===== src/rtl/spi_port_pkg.sv =====
// Overview of operation
// Master owns the serial clock and may start a transfer at any time.
// Master: an accepted buffer write starts an eight-clock full-duplex byte.
// Receive-only master still shifts input and loads the buffer, setting flags.
// Master bit rate is clock/4, /16, /64 or timer-two output/2.
// Bytes are shifted most significant bit first in both directions.
// With edge select set, the first output bit is valid before any clock edge.
// Slave shifts only on external clock edges; last bit latched sets done flag.
// External master holds the clock at idle level before slave enable.
// Select-controlled slave works and drives output only while select is low.
// Select rising stops driving the serial output at once, even mid-byte; the output floats two clocks after the pin rises.
// Select high in mode 0100, or port disable, forces bit counter to zero.
// Software enables select control when slave runs with edge select set.
// Master in sleep freezes its clocks and resumes afterwards.
// Slave keeps shifting in sleep; byte end sets flag and wakes if enabled.
// Device reset disables the port and aborts any transfer.
// SPI modes: 0,0=pol0 edge1; 0,1=pol0 edge0; 1,0=pol1 edge1; 1,1=pol1 edge0.
// Completed byte moves to the buffer and sets the done flag at once.
// A buffer write loads buffer and shift register together.
// Output pin configured as input stops transmission; input never drives.
// Mode field: 0-2 master /4,/16,/64; 3 timer master; 4, 5 slave.
// Buffer write during a transfer is ignored and sets write collision.
// Slave byte arriving over an unread buffer sets overflow and is lost.
// Master samples at end of bit time with sample phase 1, else middle.
// External clock, select and input are synchronised before use.
// Done flag stays until software clears it; buffer read clears full bit.
package spi_port_pkg;

  // ==========================================================================
  // Register map (word index on the register port)
  localparam logic [1:0] ADDR_CONTROL = 2'h0;
  localparam logic [1:0] ADDR_STATUS  = 2'h1;
  localparam logic [1:0] ADDR_BUFFER  = 2'h2;
  localparam logic [1:0] ADDR_AUX     = 2'h3;

  localparam int CTL_WRITE_COLLISION   = 7;
  localparam int CTL_OVF    = 6;
  localparam int CTL_EN     = 5;
  localparam int CTL_CKP    = 4;
  localparam int STA_SMP    = 7;
  localparam int STA_CKE    = 6;
  localparam int STA_BF     = 0;
  localparam int AUX_TDF    = 0;
  localparam int AUX_IRQ_EN = 1;

  localparam logic [7:0] CONTROL_RST = 8'h00;
  localparam logic [7:0] STATUS_RST  = 8'h00;
  localparam logic [7:0] AUX_RST     = 8'h00;
  localparam logic [7:0] BUFFER_RST  = 8'h00;

  // ==========================================================================
  // Modes and rates
  typedef enum logic [3:0] {
    MODE_M_DIV4  = 4'h0,
    MODE_M_DIV16 = 4'h1,
    MODE_M_DIV64 = 4'h2,
    MODE_M_TIMER_TWO_OUTPUT  = 4'h3,
    MODE_S_SEL   = 4'h4,
    MODE_S_NOSEL = 4'h5
  } port_mode_t;

  typedef enum logic {
    M_IDLE = 1'b0,
    M_RUN  = 1'b1
  } m_state_t;

  // Oscillator cycles per serial bit; half of it is one clock phase
  localparam int OSC_PER_BIT_DIV4  = 4;
  localparam int OSC_PER_BIT_DIV16 = 16;
  localparam int OSC_PER_BIT_DIV64 = 64;
  localparam int HALF_DIV4_CYC     = OSC_PER_BIT_DIV4 / 2;
  localparam int HALF_DIV16_CYC    = OSC_PER_BIT_DIV16 / 2;
  localparam int HALF_DIV64_CYC    = OSC_PER_BIT_DIV64 / 2;

  localparam int         BYTE_BITS  = 8;
  localparam logic [4:0] HALF_LAST  = 5'(2 * BYTE_BITS - 1);
  localparam logic [4:0] HALF_EXTRA = 5'(2 * BYTE_BITS);
  localparam logic [2:0] BIT_LAST   = 3'(BYTE_BITS - 1);

endpackage


===== src/rtl/spi_rate_if.sv =====
`timescale 1ns/1ps
interface spi_rate_if;
  logic       run;
  logic       hold;
  logic [1:0] sel;
  logic       tick;

  modport gen  (input run, hold, sel, output tick);
  modport user (output run, hold, sel, input tick);
endinterface


===== src/rtl/spi_rate_gen.sv =====
`timescale 1ns/1ps
module spi_rate_gen
  import spi_port_pkg::*;
(
  // Clock and reset
  input  wire logic   sys_clk_i,
  input  wire logic   rst_i,
  // Timer pulse, same clock domain
  input  wire logic   timer_two_output_i,
  // Rate control
  spi_rate_if.gen     rate
);

  logic [4:0] cnt_q;
  logic [4:0] half_lim;

  always_comb begin
    case (rate.sel)
      2'h0:    half_lim = 5'(HALF_DIV4_CYC - 1);
      2'h1:    half_lim = 5'(HALF_DIV16_CYC - 1);
      2'h2:    half_lim = 5'(HALF_DIV64_CYC - 1);
      default: half_lim = 5'h00;
    endcase
  end

  // One tick per serial clock phase; hold freezes it for sleep
  always_ff @(posedge sys_clk_i or posedge rst_i) begin
    if (rst_i) begin
      cnt_q     <= 5'h00;
      rate.tick <= 1'b0;
    end else if (!rate.run) begin
      cnt_q     <= 5'h00;
      rate.tick <= 1'b0;
    end else if (rate.hold) begin
      rate.tick <= 1'b0;
    end else if (rate.sel == 2'h3) begin
      rate.tick <= timer_two_output_i;
    end else if (cnt_q == half_lim) begin
      cnt_q     <= 5'h00;
      rate.tick <= 1'b1;
    end else begin
      cnt_q     <= cnt_q + 5'h01;
      rate.tick <= 1'b0;
    end
  end
endmodule


===== src/rtl/sync_serial_spi_port.sv =====
// Implementation choices: the address map and the plain strobed port.
`timescale 1ns/1ps
module sync_serial_spi_port
  import spi_port_pkg::*;
(
  // Clock and reset
  input  wire logic       sys_clk_i,
  input  wire logic       rst_i,
  // Register port
  input  wire logic [1:0] reg_addr_i,
  input  wire logic [7:0] reg_wdata_i,
  input  wire logic       reg_wr_i,
  input  wire logic       reg_rd_i,
  output logic      [7:0] reg_rdata_o,
  // System
  input  wire logic       sleep_i,
  input  wire logic       timer_two_output_i,
  input  wire logic       sdo_as_input_i,
  output logic            transfer_done_o,
  output logic            wake_o,
  // Serial pins
  input  wire logic       sck_i,
  output logic            sck_o,
  output logic            sck_oe_o,
  input  wire logic       serial_input_i,
  output logic            serial_output_o,
  output logic            serial_output_oe_o,
  input  wire logic       slave_select_n_i
);

  // ==========================================================================
  // Registers
  logic       en_q, ckp_q, smp_q, cke_q;
  logic [3:0] mode_q;
  logic       write_collision_q, ovf_q, bf_q, tdf_q, irq_en_q;
  logic [7:0] buf_q, sr_q, rdata_q;
  logic       sdo_q, sck_q;
  m_state_t   m_state_q;
  logic [4:0] half_cnt_q;
  logic       pend_q;
  logic [2:0] bit_cnt_q;

  // ==========================================================================
  // Pin synchronisers: {clock, select, data}
  logic [2:0] pin_meta_q, pin_sync_q;
  logic       sck_prev_q;
  logic       sck_s, ss_n_s, sdi_s;

  always_ff @(posedge sys_clk_i or posedge rst_i) begin
    if (rst_i) begin
      pin_meta_q <= 3'h2;
      pin_sync_q <= 3'h2;
      sck_prev_q <= 1'b0;
    end else begin
      pin_meta_q <= {sck_i, slave_select_n_i, serial_input_i};
      pin_sync_q <= pin_meta_q;
      sck_prev_q <= pin_sync_q[2];
    end
  end

  assign sck_s  = pin_sync_q[2];
  assign ss_n_s = pin_sync_q[1];
  assign sdi_s  = pin_sync_q[0];

  // ==========================================================================
  // Decode
  logic is_master, is_slave, ss_mode, ss_active, slave_go;
  logic wr_ctl, wr_sta, wr_buf, wr_aux, rd_buf;
  logic m_run, busy, wr_accept;

  assign is_master = en_q && (mode_q <= 4'(MODE_M_TIMER_TWO_OUTPUT));
  assign is_slave  = en_q && (mode_q == 4'(MODE_S_SEL) || mode_q == 4'(MODE_S_NOSEL));
  assign ss_mode   = en_q && (mode_q == 4'(MODE_S_SEL));
  assign ss_active = !ss_mode || !ss_n_s;
  assign slave_go  = is_slave && ss_active;

  assign wr_ctl = reg_wr_i && reg_addr_i == ADDR_CONTROL;
  assign wr_sta = reg_wr_i && reg_addr_i == ADDR_STATUS;
  assign wr_buf = reg_wr_i && reg_addr_i == ADDR_BUFFER;
  assign wr_aux = reg_wr_i && reg_addr_i == ADDR_AUX;
  assign rd_buf = reg_rd_i && reg_addr_i == ADDR_BUFFER;

  assign m_run     = m_state_q == M_RUN;
  assign busy      = m_run || bit_cnt_q != 3'h0;
  assign wr_accept = wr_buf && !busy;

  // ==========================================================================
  // Rate generator for the master clock
  spi_rate_if rate ();

  assign rate.run  = is_master && m_run;
  assign rate.hold = sleep_i;
  assign rate.sel  = mode_q[1:0];

  spi_rate_gen u_rate (
    .sys_clk_i          (sys_clk_i),
    .rst_i              (rst_i),
    .timer_two_output_i (timer_two_output_i),
    .rate               (rate)
  );

  // ==========================================================================
  // Clock edges: leading leaves the idle level, trailing returns to it
  logic m_tick, m_lead, m_trail, m_end, m_done;
  logic s_chg, lead, trail, sample_edge, xmit_edge, do_shift, complete;
  logic [7:0] shifted;

  assign m_tick  = is_master && m_run && rate.tick;
  assign m_lead  = m_tick && half_cnt_q < HALF_EXTRA && !half_cnt_q[0];
  assign m_trail = m_tick && half_cnt_q < HALF_EXTRA && half_cnt_q[0];
  assign m_end   = m_tick && half_cnt_q == HALF_EXTRA;
  assign m_done  = m_tick && half_cnt_q == (smp_q ? HALF_EXTRA : HALF_LAST);
  assign s_chg   = slave_go && (sck_s != sck_prev_q);

  // Polarity and edge select give the four standard modes
  assign lead  = m_lead || (s_chg && sck_prev_q == ckp_q);
  assign trail = m_trail || (s_chg && sck_prev_q != ckp_q);
  assign sample_edge = cke_q ? lead : trail;
  assign xmit_edge   = cke_q ? trail : lead;

  // Late sampling waits for the next phase tick (end of the bit time)
  assign do_shift = (is_master && smp_q) ? (pend_q && (xmit_edge || m_end))
                                         : sample_edge;
  assign complete = do_shift && bit_cnt_q == BIT_LAST;
  assign shifted  = {sr_q[6:0], sdi_s};

  // ==========================================================================
  // Master sequencing
  always_ff @(posedge sys_clk_i or posedge rst_i) begin
    if (rst_i) begin
      m_state_q  <= M_IDLE;
      half_cnt_q <= 5'h00;
    end else if (!is_master) begin
      m_state_q  <= M_IDLE;
      half_cnt_q <= 5'h00;
    end else begin
      case (m_state_q)
        M_IDLE: begin
          if (wr_accept) begin
            m_state_q  <= M_RUN;
            half_cnt_q <= 5'h00;
          end
        end
        M_RUN: begin
          if (m_done) begin
            m_state_q <= M_IDLE;
          end else if (m_tick) begin
            half_cnt_q <= half_cnt_q + 5'h01;
          end
        end
        default: m_state_q <= M_IDLE;
      endcase
    end
  end

  // Clock pin follows the phase count; ticks stop in sleep so it freezes
  always_ff @(posedge sys_clk_i or posedge rst_i) begin
    if (rst_i) begin
      sck_q <= 1'b0;
    end else if (!m_run) begin
      sck_q <= ckp_q;
    end else if (m_lead) begin
      sck_q <= !ckp_q;
    end else if (m_trail) begin
      sck_q <= ckp_q;
    end
  end

  // ==========================================================================
  // Shift path and bit counter
  always_ff @(posedge sys_clk_i or posedge rst_i) begin
    if (rst_i) begin
      bit_cnt_q <= 3'h0;
      pend_q    <= 1'b0;
    end else if (!en_q || (ss_mode && ss_n_s)) begin
      bit_cnt_q <= 3'h0;
      pend_q    <= 1'b0;
    end else begin
      if (do_shift) begin
        bit_cnt_q <= bit_cnt_q + 3'h1;
      end
      if (is_master && smp_q && sample_edge) begin
        pend_q <= 1'b1;
      end else if (do_shift) begin
        pend_q <= 1'b0;
      end
    end
  end

  always_ff @(posedge sys_clk_i or posedge rst_i) begin
    if (rst_i) begin
      sr_q  <= BUFFER_RST;
      sdo_q <= 1'b0;
    end else if (wr_accept) begin
      sr_q  <= reg_wdata_i;
      sdo_q <= reg_wdata_i[7];
    end else begin
      if (do_shift) begin
        sr_q <= shifted;
      end
      if (xmit_edge) begin
        sdo_q <= do_shift ? sr_q[6] : sr_q[7];
      end
    end
  end

  // ==========================================================================
  // Buffer and status flags; hardware set wins over software clear
  always_ff @(posedge sys_clk_i or posedge rst_i) begin
    if (rst_i) begin
      buf_q <= BUFFER_RST;
      bf_q  <= STATUS_RST[STA_BF];
    end else begin
      if (complete && !(is_slave && bf_q)) begin
        buf_q <= shifted;
        bf_q  <= 1'b1;
      end else begin
        if (wr_accept) begin
          buf_q <= reg_wdata_i;
        end
        if (rd_buf) begin
          bf_q <= 1'b0;
        end
      end
    end
  end

  always_ff @(posedge sys_clk_i or posedge rst_i) begin
    if (rst_i) begin
      write_collision_q <= CONTROL_RST[CTL_WRITE_COLLISION];
      ovf_q  <= CONTROL_RST[CTL_OVF];
      tdf_q  <= AUX_RST[AUX_TDF];
    end else begin
      write_collision_q <= (wr_buf && busy) || (wr_ctl ? (write_collision_q && reg_wdata_i[CTL_WRITE_COLLISION]) : write_collision_q);
      ovf_q  <= (complete && is_slave && bf_q)
                || (wr_ctl ? (ovf_q && reg_wdata_i[CTL_OVF]) : ovf_q);
      tdf_q  <= complete || (wr_aux ? (tdf_q && reg_wdata_i[AUX_TDF]) : tdf_q);
    end
  end

  // ==========================================================================
  // Configuration registers
  always_ff @(posedge sys_clk_i or posedge rst_i) begin
    if (rst_i) begin
      en_q     <= CONTROL_RST[CTL_EN];
      ckp_q    <= CONTROL_RST[CTL_CKP];
      mode_q   <= CONTROL_RST[3:0];
      smp_q    <= STATUS_RST[STA_SMP];
      cke_q    <= STATUS_RST[STA_CKE];
      irq_en_q <= AUX_RST[AUX_IRQ_EN];
    end else begin
      if (wr_ctl) begin
        en_q   <= reg_wdata_i[CTL_EN];
        ckp_q  <= reg_wdata_i[CTL_CKP];
        mode_q <= reg_wdata_i[3:0];
      end
      if (wr_sta) begin
        smp_q <= reg_wdata_i[STA_SMP];
        cke_q <= reg_wdata_i[STA_CKE];
      end
      if (wr_aux) begin
        irq_en_q <= reg_wdata_i[AUX_IRQ_EN];
      end
    end
  end

  // Read data stand for the one cycle after the read strobe
  always_ff @(posedge sys_clk_i or posedge rst_i) begin
    if (rst_i) begin
      rdata_q <= 8'h00;
    end else if (!reg_rd_i) begin
      rdata_q <= 8'h00;
    end else begin
      case (reg_addr_i)
        ADDR_CONTROL: rdata_q <= {write_collision_q, ovf_q, en_q, ckp_q, mode_q};
        ADDR_STATUS:  rdata_q <= {smp_q, cke_q, 5'h00, bf_q};
        ADDR_BUFFER:  rdata_q <= buf_q;
        default:      rdata_q <= {6'h00, irq_en_q, tdf_q};
      endcase
    end
  end

  // ==========================================================================
  // Outputs
  assign reg_rdata_o        = rdata_q;
  assign sck_o              = sck_q;
  assign sck_oe_o           = is_master;
  assign serial_output_o    = sdo_q;
  // Select release floats the output two clocks after the pin rises
  assign serial_output_oe_o = !sdo_as_input_i && (is_master || slave_go);
  assign transfer_done_o    = tdf_q;
  assign wake_o             = tdf_q && irq_en_q;
endmodule


===== config.mk =====
export PLATFORM = sky130hd
export DESIGN_NAME = sync_serial_spi_port
export DESIGN_NICKNAME = d
export VERILOG_FILES = /design/src/rtl/spi_port_pkg.sv /design/src/rtl/spi_rate_if.sv /design/src/rtl/spi_rate_gen.sv /design/src/rtl/sync_serial_spi_port.sv
export SDC_FILE = /design/constraint.sdc
export NUM_CORES = 1
export LEC_CHECK = 0
export ABC_AREA = 1
export BUFFER_PORTS_ARGS = -buffer_cell sky130_fd_sc_hd__buf_2
export CORE_MARGIN = 4
export CORE_UTILIZATION = 58
export DETAILED_ROUTE_END_ITERATION = 8
export PLACE_DENSITY = 0.87
export SLEW_MARGIN = 20
export SYNTH_ARGS = -nofsm -noshare
export SYNTH_HDL_FRONTEND = slang
export SYNTH_SLANG_ARGS = --single-unit

===== constraint.sdc =====
create_clock -name sys_clk_i -period 4.3 [get_ports sys_clk_i]
set_input_delay 1.075 -clock sys_clk_i [delete_from_list [all_inputs] [get_ports sys_clk_i]]
set_output_delay 1.075 -clock sys_clk_i [all_outputs]
set_load 0.01 [all_outputs]

==> results of run 1 <==
[power groups by stage]
stage / clock [W] / sequential (W) / combinational (W)
final: 0.000574 / 0.000759 / 0.000300
after global routing: 0.000605 / 0.000770 / 0.000346
after CTS: 0.000577 / 0.000757 / 0.000301
after detailed placement: 0 / 0.000767 / 0.000297
after global placement: 0 / 0.000763 / 0.000284
after floorplan: 0 / 0.000750 / 0.000217
[kinds of logic (layout without fill, tap and decap cells)]
family / after synthesis / after routing / synth area share, %
XOR/XNOR: 4 / 4 / 1.10
flip-flops: 62 / 62 / 48.8
multiplexers: 2 / 2 / 0.668
AO/OA/AOI/OAI: 57 / 57 / 10.5
buffers and inverters: 72 / 115 / 8.88
AND/OR/NAND/NOR: 180 / 180 / 26.1
adder cells (fa/ha/maj): 10 / 10 / 3.93
[worst max-delay path, stage by stage, from the launching register on]
cell and delay [ps]:
dfrtp_1 460, inv_1 110, ha_1 160, nor2_1 50
nor2_1 240, nand2_1 110, a21oi_1 130, buf_2 140
[metal layers]
layer	GRT usage [%]	routed length, um	vias to the layer above
met2	37.0	3450	89
met3	4.28	370	25
met1	30.8	3110	1292
met5	0	0	-
met4	13.5	221	0
li1	-	-	1338
[placed cells by master (no fill, tap or decap), drive strengths merged, types with 3 or more instances in the layout]
cell type / n
a21oi: 12
a32o: 5
buf: 34
clkbuf: 10
dfrtp: 60
ha: 10
inv: 65
nand2: 100
nand3: 38
nand4: 12
nor2: 25
nor3: 3
o21ai: 30
xor2: 3
[stage by stage]
step,hold WS (ps),cell area [um^2],utilization (%),total power (W)
6_report,356,3630,69.7,0.00163
5_1_grt,360,3630,69.7,0.00172
4_1_cts,357,3630,69.7,0.00164
3_5_place_dp,340,3400,65.4,0.00106
3_3_place_gp,332,3400,65.4,0.00105
2_1_floorplan,331,3180,-,0.000967
[sequential cells by signal, summed over array words and instances (netlist names), 3 cells and up]
signal and flops:
half_cnt_q 5, buf_q 8, sr_q 8, u_rate.cnt_q 5, mode_q 4, pin_meta_q 3, pin_sync_q 3, reg_rdata_o 8
bit_cnt_q 3
[worst max-delay path by stage]
stage / start / cells past startpoint / endpoint / slack [ps]
after floorplan: rst_i / 1 / bf_q / 1690
after global routing: mode_q[1] / 7 / serial_output_oe_o / 1300
after global placement: reg_addr_i[0] / 11 / half_cnt_q[4] / 1430
final: mode_q[0] / 7 / serial_output_oe_o / 1460
after CTS: mode_q[0] / 7 / serial_output_oe_o / 1460
after detailed placement: reg_addr_i[0] / 11 / half_cnt_q[4] / 1280
[final cells by class]
class,count,area (um^2)
flip-flops and latches,62,1550
well taps,70,87.6
multi-input cells,253,1350
repair buffers,34,173
clock inverters,6,85.1
fillers,418,1580
clock buffers,10,138
inverters,65,244
==> results.toml, run 1 <==
[drt]
drtAntennaViolNets = 0
vias = 2744
viasPerCell = 5.49
drtIter0Drc = 151
firstDrtPassIters = 5
post_drt_wl_per_cell_um = 14.3
wl_um = 7150
drc_errors = 0

[critical_path]
critPathRequiredTime_ps = 3220
endpoint_kind = "output port"
r2r_start = "bit_cnt_q[0]"
rr_worst_depth = 11
r2r-end = "half_cnt_q[4]"
arrival_ps = 1760
critPathLaunchType = "flip-flop"
rrSetupSlack_ps = 1960
path_class = "reg2out"
cp_max_fo = 5

[sta]
worst_slack_ps = 1460
hold_viol = 0
fin_crit_ps = 2840
setup_violations = 0
fin_setup_tns_ps = 0
final.setup_skew_ps = 11.7
worstMarginPinSlew_ps = 868
rsz0062_at_grt = "no"
fmax_ghz = 0.352
finalMaxSlewViolations = 0
max_slew_margin_pct = 42.0
fin_crit_sh_pct = 66.0

[logic_synthesis]
yosysTopAreaCellShare_pct = 47.2
synthTopCellsByArea = "dfrtp_1, nand2_1, inv_1"
synth.avg_cell_area_um2 = 8.22
synthCells = 387
synth_cell_types = 35
syn_nets = 417
async_flop_share_pct = 100
ys.warnings.count = 0
seq_area_frac_synth_pct = 48.8
syn-cell-area_um2 = 3180
synth_top_cell_by_area = "dfrtp_1"
synth_most_common_cell = "nand2_1"
synth-seq-cells = 62
synth_common_cells = "nand2_1, inv_1, dfrtp_1"
synthFlopType = "dfrtp_1"
synth-edff-count = 0

[power_and_ir_drop]
pwr-share-clk_pct = 35.1
p_sw_share_pct = 30.5
p_leak_nw = 1.90
p_switching_w = 0.000498
intPower_w = 0.00113
pwr-share-comb_pct = 18.4
p_seq_share_pct = 46.5
p_per_area_nw_per_um2 = 450
ir_drop_uv = 315

[worst_hold_path]
worstHoldStart = "pin_meta_q[0]"
hp-class = "reg2reg"
worstHoldEndpoint = "pin_sync_q[0]"
hold_depth = 0

[place]
dp_hpwl_um = 5190
place_inst = 484
gp_congestion = 0.855
dp_slack_ps = 1280
portBuffers = 33

[job]
maxCapViolations = 0

[die]
ios = 34
die_width_um = 82.1
die-area_um2 = 6740
rows = 26
start_util_pct = 61.2
die_height_um = 82.1
core_um2 = 5200

[final_layout]
final_nets = 455
drive_above_1_share_pct = 15.1
n_antenna_cell = 0
fin_cells = 500
area_growth_pct = 14.0

[grt]
antenna_found_initial = 0
grt_pass1_vias = 2562
grt_max_degree = 33
overflow = 0
grt_use_total_pct = 23.6
grt_pass1_wl_um = 11700

[clock_network]
clk_latency_ps = 360
cts_made_buffers = 9
root_buffer = "clkbuf_8"
cts_resized = 0
post_cts_buffers = 0
cts.sinks = 62
cts_tree = "built"
hold_buffers = 0
htree_num_levels = 3
clk_path_buf_depth = 2
clk_pin_slew_ps = 80

[status]
run_status = "completed"
Note: power is estimated with default switching activity, not from simulation.
==> run 2: changes to the inputs <==
CORE_UTILIZATION = 53   (was 58)
PLACE_DENSITY = 0.84   (was 0.87)
clock period = 2.5 ns   (was 4.3 ns; I/O delays follow)
==> run 2 against run 1 <==
Clock skew decreased by 0.94 ps. Sequential cell count unchanged. Non-clock buffer count increased by 3. Critical path depth unchanged. Sequential power increased by 71%. Worst setup slack got worse by 1300 ps. Via count decreased by 1.1%. Register-to-register slack got worse by 1600 ps. Total power increased by 71%. Cell count increased by 1.0%. Clock power increased by 69%. Routed wire length increased by 0.88%. Largest cell class unchanged. Highest routed layer unchanged.
==> results.toml, run 2 (synthesis results as in run 1) <==
[final_layout]
final_cell_mix = "nand2_1, inv_1, dfrtp_1"
final_nets = 458
mostFrequentLayoutCell = "nand2_1"
design_area_um2 = 3660
drive_above_1_share_pct = 15.2
n_antenna_cell = 0
area_growth_pct = 14.9
fin_util_pct = 64.4

[sta]
fmax_ghz = 0.426
fin_crit_sh_pct = 93.8
fin_setup_tns_ps = 0
rsz0062_at_grt = "no"
worstMarginPinSlew_ps = 431
max_slew_margin_pct = 71.3
finalMaxSlewViolations = 0
setup_violations = 0
fin_crit_ps = 2350
final.setup_skew_ps = 10.7
worst_slack_ps = 154
hold_viol = 0

[critical_path]
rr_worst_depth = 14
critPathLaunchType = "flip-flop"
cp_common_cell = "nor2_1"
path_cells = "inv_1 -> ha_1 -> nor2_1 -> nor2_1 -> nand2_1 -> a21oi_1 -> buf_2"
cp_slowest_cell = "dfrtp_1"
critPathRequiredTime_ps = 1880
r2r-end = "buf_q[5]"
endpoint_kind = "output port"
cp_max_fo = 5
critPathMaxStageDelay_ps = 430
path_class = "reg2out"
arrival_ps = 1720
rrSetupSlack_ps = 380
r2r_start = "mode_q[0]"

[grt]
overflow = 0
grt_max_degree = 49
antenna_found_initial = 0
grt_pass1_wl_um = 12200
grt_pass1_vias = 2604
grt_use_total_pct = 21.5

[clock_network]
cts_resized = 0
cts.sinks = 62
post_cts_buffers = 0
hold_buffers = 0
clk_latency_ps = 350
cts_made_buffers = 9
root_buffer = "clkbuf_8"
clk_path_buf_depth = 2
cts_tree = "built"
clk_pin_slew_ps = 60
htree_num_levels = 3

[drt]
viasPerCell = 5.37
firstDrtPassIters = 5
drtIter0Drc = 237
drtAntennaViolNets = 0
drc_errors = 0
wl_um = 7220
vias = 2714
post_drt_wl_per_cell_um = 14.3

[place]
dpl_cell_area_um2 = 3440
portBuffers = 33
gp_congestion = 0.879
dp_slack_ps = 410
dp_hpwl_um = 5300

[die]
die-area_um2 = 7310
rows = 27
die_width_um = 85.5
ios = 34
die_height_um = 85.5
start_util_pct = 56.1
core_um2 = 5680

[power_and_ir_drop]
p_per_area_nw_per_um2 = 765
ir_drop_uv = 429
p_leak_nw = 1.93

[status]
run_status = "completed"

[job]
maxCapViolations = 0

[worst_hold_path]
hp-class = "in2async"
-- run 2: cell types whose count changed in the layout (fill, tap and decap cells not counted) --
cell,change
clkinvlp_4,-2
buf_4,+2
clkbuf_1,+2
buf_12,+1
-- run 2: worst max path at each step --
stage / to / cells after the start / slack, ps / start
floorplan: bf_q / 1 / 340 / rst_i
global placement: half_cnt_q[4] / 11 / 480 / reg_addr_i[0]
detailed placement: half_cnt_q[4] / 11 / 410 / reg_addr_i[0]
CTS: serial_output_oe_o / 7 / 130 / mode_q[0]
global route: serial_output_oe_o / 7 / 30 / mode_q[0]
finish: serial_output_oe_o / 7 / 150 / mode_q[0]
-- run 2: per-layer routing --
metal | track usage [%] | vias to the layer above | part of all wire, %
li1 | - | 1341 | -
met5 | 0 | - | 0
met2 | 34.5 | 96 | 49
met1 | 27.5 | 1258 | 43
met4 | 10.9 | 0 | 3.0
met3 | 4.71 | 19 | 5.2
-- run 2: where the power goes --
part	switching [W]	total, W	internal, W
sequential	0.000124	0.00130	0.00118
clock	0.000385	0.000971	0.000586
combinational	0.000328	0.000525	0.000197
total	0.000837	0.00280	0.00196
-- run 2: layout make-up --
type / count / area (um^2)
Clock buffer: 12 / 145
Clock inverter: 4 / 70.1
Fill cell: 479 / 2020
Inverter: 65 / 244
Multi-Input combinational cell: 253 / 1350
Sequential cell: 62 / 1550
Tap cell: 72 / 90.1
Timing Repair Buffer: 37 / 208
-- run 2: worst max-delay path, delay by kind of cell (launching register included) --
kind | cells | cell delay [ps]
DFF | 1 | 430
and+or+nand+nor | 3 | 370
buffers and inverters | 2 | 260
adders and majority gates | 1 | 160
AOI/OAI and AO/OA | 1 | 150
-- run 2: per-stage QoR --
step,total power (W),instances,hold WS (ps)
2_1_floorplan,0.00166,387,331
3_3_place_gp,0.00181,489,333
3_5_place_dp,0.00184,489,335
4_1_cts,0.00281,505,238
5_1_grt,0.00296,505,259
6_report,0.00280,505,237
==> run 3: changes to the inputs <==
GPL_TIMING_DRIVEN = 0   (was default)
==> run 3 against run 2 <==
Largest cell class unchanged. Via count hardly changed. Cell count increased by 0.40%. Non-clock buffer count is 3 higher. Maximum frequency fell by 1.0%. Routed wire length decreased by 4.5%. Global-route usage down 1.0 points. Clock power fell by 26%. Sequential cell count stayed put. Worst setup slack lost 24 ps. Clock skew decreased by 4.8 ps.
==> results.toml, run 3 (synthesis results as in run 1) <==
[grt]
overflow = 0
grt_pass1_wl_um = 11700
grt_max_degree = 52
grt_pass1_vias = 2580
antenna_found_initial = 0
grt_use_total_pct = 20.5

[final_layout]
design_area_um2 = 3610
area_growth_pct = 13.5
fin_cells = 507
fillCellCount = 469
final_cell_mix = "nand2_1, inv_1, dfrtp_1"
final_nets = 461
drive_above_1_share_pct = 14.3
n_antenna_cell = 0
mostFrequentLayoutCell = "nand2_1"

[sta]
finalMaxSlewViolations = 0
setup_violations = 0
fmax_ghz = 0.422
fin_crit_sh_pct = 94.8
max_slew_margin_pct = 64.1
rsz0062_at_grt = "no"
fin_setup_tns_ps = 0
hold_viol = 0
fin_crit_ps = 2370
worstMarginPinSlew_ps = 537
hold_ws_ps = 190
final.setup_skew_ps = 5.90

[critical_path]
cp_common_cell = "nor2_1"
cp_max_fo = 5
endpoint_kind = "output port"
critPathTopFamily = "flip-flops"
critPathLaunchType = "flip-flop"
path_class = "reg2out"
path_cells = "inv_1 -> ha_1 -> nor2_1 -> nor2_1 -> nand2_1 -> a21oi_1 -> buf_2"
cp_slowest_cell = "dfrtp_1"
rr_worst_depth = 14
rrSetupSlack_ps = 260
path_buf_inv = 2
r2r_start = "mode_q[0]"
arrival_ps = 1740
r2r-end = "buf_q[1]"
critPathMaxStageDelay_ps = 450
critPathRequiredTime_ps = 1880

[die]
core_um2 = 5680
start_util_pct = 56.1
ios = 34
die_width_um = 85.5
die-area_um2 = 7310
rows = 27
die_height_um = 85.5

[drt]
viasPerCell = 5.35
firstDrtPassIters = 5
post_drt_wl_per_cell_um = 13.6
drc_errors = 0
wl_um = 6890
drtIter0Drc = 276
vias = 2713
drtAntennaViolNets = 0

[clock_network]
hold_buffers = 0
cts.sinks = 62
cts_made_buffers = 9
htree_num_levels = 3
clk_path_buf_depth = 2
clk_pin_slew_ps = 60
clk_latency_ps = 340
cts_resized = 0
cts_tree = "built"
root_buffer = "clkbuf_8"
post_cts_buffers = 0

[place]
dp_hpwl_um = 5290
dpl_cell_area_um2 = 3460
portBuffers = 32
gp_congestion = 0.861
place_inst = 492

[power_and_ir_drop]
p_per_area_nw_per_um2 = 703
ir_drop_uv = 471
p_leak_nw = 1.90

[status]
run_status = "completed"

[worst_hold_path]
hp-class = "in2async"

[job]
maxCapViolations = 0
## run 3: worst max-delay path by stage
stage | from | to | slack (ps) | cells past startpoint
5_1_grt | mode_q[0] | serial_output_oe_o | 10 | 7
6_report | mode_q[0] | serial_output_oe_o | 130 | 7
3_3_place_gp | rst_i | buf_q[6] | -400 | 2
3_5_place_dp | reg_addr_i[0] | half_cnt_q[4] | 290 | 11
4_1_cts | mode_q[0] | serial_output_oe_o | 100 | 7
2_1_floorplan | rst_i | bf_q | 340 | 1
## run 3: routing by layer
metal,share of wire (%),vias to the layer above,GRT usage [%]
met5,0,-,0
met4,2.4,0,8.92
met3,5.5,13,4.80
met2,48,83,32.4
met1,44,1271,26.9
li1,-,1346,-
## run 3: final cells by class
class | count | area, um^2 | area share, %
Buffer | 7 | 38.8 | 1.07
Clock buffer | 13 | 139 | 3.84
Clock inverter | 2 | 10.0 | 0.277
Inverter | 65 | 246 | 6.82
Multi-Input combinational cell | 253 | 1350 | 37.3
Sequential cell | 62 | 1550 | 43.0
Tap cell | 72 | 90.1 | 2.49
Timing Repair Buffer | 33 | 188 | 5.20
## run 3: worst register-to-register path, stage by stage, from the launching register on
cell and delay, ps:
dfrtp_1 450, inv_1 110, ha_1 170, nor2_1 50, nor2_1 230, nand4_1 190, nand3_1 130, nand2_2 80
nand2_2 80, nand2_4 80, nand2_8 110, nand3_4 130, buf_6 180, nand3_1 70, nand2_1 60
## run 3: through the flow
| step | utilization [%] | power, W | setup slack [ps] |
|---|---|---|---|
| floorplan | - | 0.00166 | 337 |
| global placement | 60.5 | 0.00180 | -396 |
| detailed placement | 61.0 | 0.00184 | 288 |
| CTS | 63.6 | 0.00256 | 103 |
| global route | 63.6 | 0.00270 | 13.2 |
| finish | 63.6 | 0.00254 | 130 |
## run 3: where the power goes
group / internal (W) / total, W / switching (W) / leakage (nW)
clock: 0.000352 / 0.000720 / 0.000368 / 0.0773
sequential: 0.00118 / 0.00130 / 0.000122 / 0.802
combinational: 0.000200 / 0.000522 / 0.000322 / 1.02
total: 0.00173 / 0.00254 / 0.000812 / 1.90
